$ cat src/hw/dtc_pkg.sv
// Constants and carrier types for the dual timer/event counter block.
// Assumes a single 40 MHz system clock and an active-low async reset.
//
// Functional notes
// - Run-enable bit 4 stops or allows counting.
// - Edge bit 3: 0 rising, 1 falling.
// - Mode bits 7:6: 01 event, 10 timer, 11 pulse.
// - Control bits 0-2 and 5 read zero.
// - Timer and pulse modes count clock divided by four.
// - Counter 0 write loads preload, read returns count.
// - Low write buffers; high write loads 16-bit preload.
// - High read returns high, captures low into buffer.
// - Count up to all ones, then reload preload.
// - Overflow sets its request flag same cycle.
// - Pulse mode counts between edges, clears run-enable.
// - One pulse measurement per run-enable setting.
// - Pulse measurement starts on an edge, not level.
// - Pulse-mode overflow reloads and flags like others.
// - Event and timer modes never self-clear run-enable.
// - Overflow offered as a wake-up source.
// - Cleared interrupt enable blocks overflow service.
// - Stopped counter copies preload writes immediately.
// - Running counter takes new preload at overflow.
// - Counting clock blocked while a counter is read.
// - Counter 0 control uses counter 1 layout.
`default_nettype none

package dtc_pkg;

  // ==========================================================
  // Register locations in data memory
  localparam logic [7:0] ADDR_C0_VALUE   = 8'h0D;
  localparam logic [7:0] ADDR_C0_CONTROL = 8'h0E;
  localparam logic [7:0] ADDR_C1_HIGH    = 8'h0F;
  localparam logic [7:0] ADDR_C1_LOW     = 8'h10;
  localparam logic [7:0] ADDR_C1_CONTROL = 8'h11;

  // ==========================================================
  // Control register fields and reset value
  localparam int         CTRL_EDGE_BIT  = 3;
  localparam int         CTRL_RUN_BIT   = 4;
  localparam int         CTRL_MODE_LO   = 6;
  localparam int         CTRL_MODE_HI   = 7;
  localparam logic [7:0] CTRL_RESET     = 8'h08;
  localparam logic [7:0] CTRL_READ_MASK = 8'hD8;

  // Mode field codes; code 00 leaves the counter idle
  localparam logic [1:0] MODE_UNUSED = 2'h0;
  localparam logic [1:0] MODE_EVENT  = 2'h1;
  localparam logic [1:0] MODE_TIMER  = 2'h2;
  localparam logic [1:0] MODE_PULSE  = 2'h3;

  // ==========================================================
  // Counter limits and reset contents
  localparam logic [15:0] C0_MAX      = 16'h00FF;
  localparam logic [15:0] C1_MAX      = 16'hFFFF;
  localparam logic [15:0] COUNT_RESET = 16'h0000;

  // Internal time base divides the system clock by this figure
  localparam int         TICK_DIV      = 4;
  localparam logic [1:0] TICK_LAST     = 2'(TICK_DIV - 1);

  // ==========================================================
  // Register port request from the processor core
  typedef struct packed {
    logic [7:0] addr;   // Data memory address
    logic       wr;     // One-cycle write strobe
    logic       rd;     // One-cycle read strobe
    logic [7:0] wdata;  // Write data
  } dtc_bus_t;

  // Decoded control register contents
  typedef struct packed {
    logic [1:0] mode;      // Operating mode
    logic       run;       // Run-enable
    logic       edge_pol;  // Edge polarity, 1 selects falling
  } dtc_ctrl_t;

endpackage

`default_nettype wire

$ cat src/hw/dtc_edge_detect.sv
// Transition detector for one counter input pin.
// Assumes the pin is already synchronous to the clock.
`default_nettype none
`timescale 1ns/1ps

module dtc_edge_detect (
  // Clock and reset
  input  wire logic clock,
  input  wire logic reset_n,
  // Pin and polarity
  input  wire logic pin,
  input  wire logic edge_pol,
  // Detected transitions
  output logic      active_edge,
  output logic      return_edge
);

  // ==========================================================
  // Previous level
  logic prior;        // Pin level one cycle ago
  logic prior_valid;  // Prior holds a real sample

  // The valid flag stops a high pin at reset faking a rise
  always_ff @(posedge clock or negedge reset_n) begin
    if (!reset_n) begin
      prior       <= 1'b0;
      prior_valid <= 1'b0;
    end else begin
      prior       <= pin;
      prior_valid <= 1'b1;
    end
  end

  // Rising when polarity is 0, falling when 1
  logic rise;
  logic fall;
  assign rise        = prior_valid && !prior && pin;
  assign fall        = prior_valid && prior && !pin;
  assign active_edge = edge_pol ? fall : rise;
  assign return_edge = edge_pol ? rise : fall;

endmodule

`default_nettype wire

$ cat src/hw/dtc_time_base.sv
// Divide-by-four tick for the timer and pulse modes.
// Assumes the system clock drives it directly, free running.
`default_nettype none
`timescale 1ns/1ps

module dtc_time_base (
  // Clock and reset
  input  wire logic clock,
  input  wire logic reset_n,
  // Tick out, one cycle in four
  output logic      tick
);

  // ==========================================================
  // Phase counter
  logic [1:0] phase;  // Position within the divide period

  // Free running so every counter shares one time base
  always_ff @(posedge clock or negedge reset_n) begin
    if (!reset_n) begin
      phase <= 2'h0;
    end else begin
      phase <= phase + 2'h1;
    end
  end

  // Single reference time base, no prescaler choice
  assign tick = (phase == dtc_pkg::TICK_LAST);

endmodule

`default_nettype wire

$ cat src/hw/dtc_top.sv
// Two count-up timer/event counters behind data-memory registers.
// Assumes one-cycle read and write strobes from the core, pins
// synchronous to the clock, and flag clears from interrupt control.
`default_nettype none
`timescale 1ns/1ps

module dtc_top (
  // Clock and reset
  input  wire logic              clock,
  input  wire logic              reset_n,
  // Register port
  input  wire dtc_pkg::dtc_bus_t bus_req,
  output logic [7:0]             rdata,
  // Counter input pins
  input  wire logic              counter0_input,
  input  wire logic              counter1_input,
  // Interrupt control bits
  input  wire logic              counter0_irq_enable,
  input  wire logic              counter1_irq_enable,
  input  wire logic              counter0_flag_clear,
  input  wire logic              counter1_flag_clear,
  output logic                   counter0_overflow_flag,
  output logic                   counter1_overflow_flag,
  output logic [1:0]             irq_request,
  output logic                   wake_up
);

  // ==========================================================
  // Channel state, index 0 is the 8-bit counter
  dtc_pkg::dtc_ctrl_t ctrl    [2];  // Control fields
  logic [15:0]        count   [2];  // Live counter
  logic [15:0]        preload [2];  // Reload value
  logic [1:0]         pw_active;    // Pulse measurement running
  logic [1:0]         flag;         // Sticky overflow flags
  logic [7:0]         low_buf;      // Counter 1 low-byte buffer

  // Per-channel strobes and helpers
  logic [1:0]  tick_hit;
  logic [1:0]  start_edge;
  logic [1:0]  end_edge;
  logic [1:0]  ctl_wr;
  logic [1:0]  pre_wr;
  logic [1:0]  value_rd;
  logic [1:0]  step;
  logic [1:0]  ovf;
  logic [1:0]  flag_clear;
  logic [15:0] pre_val [2];
  logic        tick;

  // ==========================================================
  // Helper functions

  // Top value for a channel
  function automatic logic [15:0] count_max(input logic idx);
    return idx ? dtc_pkg::C1_MAX : dtc_pkg::C0_MAX;
  endfunction

  // Whether a channel advances this cycle
  function automatic logic count_step(input dtc_pkg::dtc_ctrl_t c,
                                      input logic tk,
                                      input logic ev,
                                      input logic pw,
                                      input logic blocked);
    logic go;
    go = 1'b0;
    unique case (c.mode)
      dtc_pkg::MODE_EVENT: go = ev;
      dtc_pkg::MODE_TIMER: go = tk;
      dtc_pkg::MODE_PULSE: go = pw && tk;
      default:             go = 1'b0;
    endcase
    return c.run && !blocked && go;
  endfunction

  // Control register as read back, reserved bits zero
  function automatic logic [7:0] ctrl_read(input dtc_pkg::dtc_ctrl_t c);
    logic [7:0] v;
    v = 8'h00;
    v[dtc_pkg::CTRL_MODE_HI:dtc_pkg::CTRL_MODE_LO] = c.mode;
    v[dtc_pkg::CTRL_RUN_BIT]  = c.run;
    v[dtc_pkg::CTRL_EDGE_BIT] = c.edge_pol;
    return v & dtc_pkg::CTRL_READ_MASK;
  endfunction

  // ==========================================================
  // Shared time base and input edge detectors
  dtc_time_base u_time_base (
    .clock   (clock),
    .reset_n (reset_n),
    .tick    (tick)
  );

  dtc_edge_detect u_edge0 (
    .clock       (clock),
    .reset_n     (reset_n),
    .pin         (counter0_input),
    .edge_pol    (ctrl[0].edge_pol),
    .active_edge (start_edge[0]),
    .return_edge (end_edge[0])
  );

  dtc_edge_detect u_edge1 (
    .clock       (clock),
    .reset_n     (reset_n),
    .pin         (counter1_input),
    .edge_pol    (ctrl[1].edge_pol),
    .active_edge (start_edge[1]),
    .return_edge (end_edge[1])
  );

  // ==========================================================
  // Address decode
  logic wr_c1_low;
  logic rd_c1_high;
  logic rd_c1_low;
  assign wr_c1_low  = bus_req.wr && (bus_req.addr == dtc_pkg::ADDR_C1_LOW);
  assign rd_c1_high = bus_req.rd && (bus_req.addr == dtc_pkg::ADDR_C1_HIGH);
  assign rd_c1_low  = bus_req.rd && (bus_req.addr == dtc_pkg::ADDR_C1_LOW);

  // Same control layout on both channels
  assign ctl_wr[0] = bus_req.wr && (bus_req.addr == dtc_pkg::ADDR_C0_CONTROL);
  assign ctl_wr[1] = bus_req.wr && (bus_req.addr == dtc_pkg::ADDR_C1_CONTROL);

  // Counter 0 write goes to its preload, and to the counter too while stopped
  assign pre_wr[0]  = bus_req.wr && (bus_req.addr == dtc_pkg::ADDR_C0_VALUE);
  assign pre_val[0] = {8'h00, bus_req.wdata};

  // Only a high-byte write moves data into the 16-bit preload
  assign pre_wr[1]  = bus_req.wr && (bus_req.addr == dtc_pkg::ADDR_C1_HIGH);
  assign pre_val[1] = {bus_req.wdata, low_buf};

  // Any counter data read blocks that counter's clock
  assign value_rd[0] = bus_req.rd && (bus_req.addr == dtc_pkg::ADDR_C0_VALUE);
  assign value_rd[1] = rd_c1_high || rd_c1_low;

  assign flag_clear = {counter1_flag_clear, counter0_flag_clear};
  assign tick_hit   = {tick, tick};

  // ==========================================================
  // Step and overflow decisions
  always_comb begin
    for (int i = 0; i < 2; i++) begin
      // A read in progress suppresses this cycle's count
      step[i] = count_step(ctrl[i], tick_hit[i], start_edge[i],
                           pw_active[i], value_rd[i]);
      // All ones is the last value before reload
      ovf[i]  = step[i] && (count[i] == count_max(1'(i)));
    end
  end

  // ==========================================================
  // Control registers
  // A software write beats the hardware clear in the same cycle.
  always_ff @(posedge clock or negedge reset_n) begin
    if (!reset_n) begin
      for (int i = 0; i < 2; i++) begin
        // Fields taken from the documented reset byte
        ctrl[i].mode     <= dtc_pkg::CTRL_RESET[dtc_pkg::CTRL_MODE_HI:
                                                dtc_pkg::CTRL_MODE_LO];
        ctrl[i].run      <= dtc_pkg::CTRL_RESET[dtc_pkg::CTRL_RUN_BIT];
        ctrl[i].edge_pol <= dtc_pkg::CTRL_RESET[dtc_pkg::CTRL_EDGE_BIT];
      end
    end else begin
      for (int i = 0; i < 2; i++) begin
        if (ctl_wr[i]) begin
          // Mode, run-enable and polarity from the written byte
          ctrl[i].mode     <= bus_req.wdata[dtc_pkg::CTRL_MODE_HI:
                                            dtc_pkg::CTRL_MODE_LO];
          ctrl[i].run      <= bus_req.wdata[dtc_pkg::CTRL_RUN_BIT];
          ctrl[i].edge_pol <= bus_req.wdata[dtc_pkg::CTRL_EDGE_BIT];
        end else if (ctrl[i].mode == dtc_pkg::MODE_PULSE && pw_active[i]
                     && end_edge[i]) begin
          // Measurement done, hardware drops run-enable
          ctrl[i].run <= 1'b0;
        end
      end
    end
  end

  // ==========================================================
  // Pulse measurement state
  always_ff @(posedge clock or negedge reset_n) begin
    if (!reset_n) begin
      pw_active <= 2'h0;
    end else begin
      for (int i = 0; i < 2; i++) begin
        if (!ctrl[i].run || ctrl[i].mode != dtc_pkg::MODE_PULSE) begin
          // Cleared run-enable ignores later edges
          pw_active[i] <= 1'b0;
        end else if (!pw_active[i] && start_edge[i]) begin
          // Only a transition starts the measurement
          pw_active[i] <= 1'b1;
        end else if (end_edge[i]) begin
          // Input back at its original level
          pw_active[i] <= 1'b0;
        end
      end
    end
  end

  // ==========================================================
  // Preload registers
  always_ff @(posedge clock or negedge reset_n) begin
    if (!reset_n) begin
      for (int i = 0; i < 2; i++) begin
        preload[i] <= dtc_pkg::COUNT_RESET;
      end
    end else begin
      for (int i = 0; i < 2; i++) begin
        if (pre_wr[i]) begin
          preload[i] <= pre_val[i];
        end
      end
    end
  end

  // ==========================================================
  // Counters
  always_ff @(posedge clock or negedge reset_n) begin
    if (!reset_n) begin
      for (int i = 0; i < 2; i++) begin
        count[i] <= dtc_pkg::COUNT_RESET;
      end
    end else begin
      for (int i = 0; i < 2; i++) begin
        if (pre_wr[i] && !ctrl[i].run) begin
          // Stopped: the write lands in the counter too
          count[i] <= pre_val[i];
        end else if (ovf[i]) begin
          // Reload in every mode, new preload only here
          count[i] <= preload[i];
        end else if (step[i]) begin
          count[i] <= count[i] + 16'h0001;
        end
      end
    end
  end

  // ==========================================================
  // Counter 1 low-byte buffer, shared by writes and reads
  always_ff @(posedge clock or negedge reset_n) begin
    if (!reset_n) begin
      low_buf <= 8'h00;
    end else if (wr_c1_low) begin
      low_buf <= bus_req.wdata;
    end else if (rd_c1_high) begin
      // Snapshot so the pair reads coherently
      low_buf <= count[1][7:0];
    end
  end

  // ==========================================================
  // Read data, held until the next read
  always_ff @(posedge clock or negedge reset_n) begin
    if (!reset_n) begin
      rdata <= 8'h00;
    end else if (bus_req.rd) begin
      unique case (bus_req.addr)
        dtc_pkg::ADDR_C0_VALUE:   rdata <= count[0][7:0];
        dtc_pkg::ADDR_C0_CONTROL: rdata <= ctrl_read(ctrl[0]);
        dtc_pkg::ADDR_C1_HIGH:    rdata <= count[1][15:8];
        dtc_pkg::ADDR_C1_LOW:     rdata <= low_buf;
        dtc_pkg::ADDR_C1_CONTROL: rdata <= ctrl_read(ctrl[1]);
        default:                  rdata <= 8'h00;
      endcase
    end
  end

  // ==========================================================
  // Overflow flags and wake-up
  // Set wins over a clear in the same cycle, so no event is lost.
  always_ff @(posedge clock or negedge reset_n) begin
    if (!reset_n) begin
      flag    <= 2'h0;
      wake_up <= 1'b0;
    end else begin
      for (int i = 0; i < 2; i++) begin
        if (ovf[i]) begin
          flag[i] <= 1'b1;
        end else if (flag_clear[i]) begin
          flag[i] <= 1'b0;
        end
      end
      wake_up <= |ovf;
    end
  end

  assign counter0_overflow_flag = flag[0];
  assign counter1_overflow_flag = flag[1];
  // Enable gates service in every mode
  assign irq_request = flag & {counter1_irq_enable, counter0_irq_enable};

  for (genvar g = 0; g < 2; g++) begin : gen_chk

  end
endmodule

`default_nettype wire
$ cat config.mk
export PLATFORM = sky130hd
export DESIGN_NAME = dtc_top
export DESIGN_NICKNAME = d
export VERILOG_FILES = /design/src/hw/dtc_pkg.sv /design/src/hw/dtc_edge_detect.sv /design/src/hw/dtc_time_base.sv /design/src/hw/dtc_top.sv
export SDC_FILE = /design/constraint.sdc
export NUM_CORES = 1
export LEC_CHECK = 0
export ABC_AREA = 0
export BUFFER_PORTS_ARGS = -buffer_cell sky130_fd_sc_hd__buf_2
export CELL_PAD_IN_SITES_DETAIL_PLACEMENT = 0
export CELL_PAD_IN_SITES_GLOBAL_PLACEMENT = 2
export CORE_ASPECT_RATIO = 0.8
export CORE_MARGIN = 3
export CORE_UTILIZATION = 35
export DETAILED_ROUTE_END_ITERATION = 10
export PLACE_DENSITY = 0.85
export SYNTH_ARGS = -nofsm -noshare
export SYNTH_HDL_FRONTEND = slang
export SYNTH_HIERARCHICAL = 1
export SYNTH_SLANG_ARGS = --single-unit
$ cat constraint.sdc
create_clock -name clock -period 1.87 [get_ports clock]
set_input_delay 0.374 -clock clock [delete_from_list [all_inputs] [get_ports clock]]
set_output_delay 0.374 -clock clock [all_outputs]
set_load 0.05 [all_outputs]
==> results.toml <==
[outcome]
status = "finished, violations left"
violations = "setup timing"

[logic_synthesis]
yosysMostFrequentCell = "dfrtp_1"
synth_top_area_cell = "dfrtp_1"
ys_seq_area_share_pct = 47.1
ys_top_cells_by_area = "dfrtp_1 (46%), mux2_2 (5.1%), o21ai_0 (4.3%), nand2_1 (3.4%), nor2_1 (3.0%)"
yosys.cell_types.count = 70
synthCells = 497
async_flop_share_pct = 100
syn_area_sq_mm = 0.00484
avgSynthCellArea_sq_um = 9.74
ys.flop_type = "dfrtp_1"
synth_seq_cells = 91
synth_common_cells = "dfrtp_1 (89), nand2_1 (44), o21ai_0 (42)"
yosysWarnings = 6
synth_edf_count = 0
synth_nets = 526
post-synth-top-area-fraction_pct = 46.0

[placement]
numPortBuffers = 38
dp_cells = 772
dp_hpwl_mm = 10.5
gp_congestion = 0.873
placed_cell_area_sq_mm = 0.00582
pre_cts_ws_ps = -278

[timing]
final-max-slew-violation-count = 0
fin_ws_ps = -73.5
setup_tns_ps = -661
max_freq_mhz = 515
rsz0062_at_grt = "true"
hold_viol = 0
setup_viol = 17
min_period_over_period_pct = 104
fin_crit_ps = 1940
fin_worst_skew_ps = 10.4

[routing]
first_iter_violations = 356
drc = 0
firstDrtPassIters = 5
avgViaCountPerCell = 5.55
num_vias = 4432
post_drt_wl_per_cell_um = 18.5
postRouteAntennaNets = 0
wl_mm = 14.8

[die]
die_h_um = 111
start_util_pct = 36.7
rows = 37
core-area_sq_mm = 0.0132
die_w_um = 137
ioPinCount = 39
dieArea_sq_mm = 0.0153

[critical_path]
worstPathArrival_ps = 2180
worstSetupStartpointType = "register"
endpoint_kind = "register"
crit_fanout = 4
critical_path_class = "reg -> reg"
cp.required_ps = 2100

[clock_network]
clock_path_buffers = 2
clk_latency_ps = 350
root_buffer = "clkbuf_16"
path_clk_slew_ps = 70
htree_levels = 3
cts_buffers = 9
cts.sinks = 91
cts_tree = "yes"

[grt]
antenna_found_initial = 0
grt_pass1_vias = 4495
grt-ovfl-total = 0
grt_max_degree = 50
grtUsageTotal_pct = 19.4
grt_pass1_wl_mm = 23.5

[pwr]
power.density_cell_area_mw_per_mm2 = 710
cellLeakagePower_nw = 2.95
peakVddDrop_mv = 0.455

[cells_and_area]
syn2layout_area_growth_pct = 34.8
stdcell_area_sq_mm = 0.00652
diodes = 0
drive_gt1_share_pct = 37.7
fill_cells = 1203
final_core_utilization_pct = 49.4
nets = 648
fin_cells = 799

[hold_path]
hold_path.class = "in -> reg"

[job]
maxCapViolations = 0
[worst paths after layout]
path | startpoint | endpoint | slack (ps) | cells after the start
max in group asynchronous | reset_n | preload[11] | 760 | 3
min in group asynchronous | reset_n | u_edge1/prior_valid | 490 | 2
worst max-delay path | count[25] | count[19] | -70 | 5
worst max register to register | count[25] | count[19] | -70 | 5
worst min-delay path | counter1_input | u_edge1/prior | 180 | 1
worst min register to register | u_time_base/phase[0] | u_time_base/phase[0] | 420 | 1
[cell type report]
cell class	instances	area, sq um	share of cell area, %
clock buffers	10	229	3.51
clock inverters	6	90.1	1.38
inverters	20	75.1	1.15
multi-input cells	364	2650	40.6
flip-flops and latches	91	2280	35.0
well taps	175	219	3.36
repair buffers	133	982	15.1
[sequential cells by signal (all words and copies together), names as in the netlist]
| register | flops |
|---|---|
| u_edge0/prior | 1 |
| u_edge0/prior_valid | 1 |
| ctrl | 8 |
| flag | 2 |
| low_buf | 8 |
| u_edge1/prior | 1 |
| preload | 24 |
| u_time_base/phase | 2 |
| pw_active | 2 |
| u_edge1/prior_valid | 1 |
| rdata | 8 |
| wake_up | 1 |
| count | 32 |
[cells in the final DEF, fill, tap and decap left out, drive strengths merged, types with 11 or more instances in the layout]
cell and instances:
a21oi 21, a22oi 18, and2 11, buf 131
clkbuf 11, dfrtp 89, inv 20, mux2 22
nand2 46, nand3 18, nand4 14, nor2 40
o21ai 46
[per-layer routing]
metal / global-route usage (%) / vias to the layer above / part of all wire (%)
li1: - / 2083 / -
met1: 29.5 / 2184 / 48
met2: 28.2 / 141 / 44
met3: 3.13 / 24 / 5.6
met4: 5.25 / 0 / 1.8
met5: 0 / - / 0
[critical path, stage by stage (launching register included)]
cell and delay (ps):
dfrtp_1 400, or4_4 570, nor4_4 330, mux2i_1 290, a211oi_2 90, a21o_1 160
[metrics by stage]
| step | total power [mW] | hold slack [ps] |
|---|---|---|
| after CTS | 4.64 | 175 |
| after global routing | 4.80 | 177 |
| after detailed placement | 2.65 | 331 |
| after floorplan | 2.40 | 78.4 |
| after global placement | 2.64 | 325 |
| final | 4.63 | 178 |
[where the power goes]
group	switching, mW	total [mW]	internal (mW)	leakage (nW)
sequential	0.107	2.19	2.08	1.19
combinational	0.264	0.463	0.199	1.62
clock	0.808	1.98	1.17	0.141
total	1.18	4.63	3.45	2.95
[timing repair]
| action | 4_1_cts | 5_1_grt |
|---|---|---|
| hold buffers | 1 | 0 |
| pin swaps | 8 | 18 |
| cloned | 0 | 1 |
| endpoints found under the setup margin | 32 | 33 |
| hold endpoints to repair | 25 | 0 |
| resized for setup | 22 | 48 |
| buffers inserted | 4 | 5 |
[cell families after synthesis]
group / Yosys count / synth area share, %
adders and majority gates: 3 / 0.776
AOI/OAI and AO/OA: 141 / 19.4
muxes: 30 / 6.77
buffers and inverters: 42 / 3.83
and+or+nand+nor: 176 / 19.8
other: 2 / 0.155
DFF: 91 / 47.1
xor gates and xnor gates: 12 / 2.17
(Power assumes the default switching activity.)
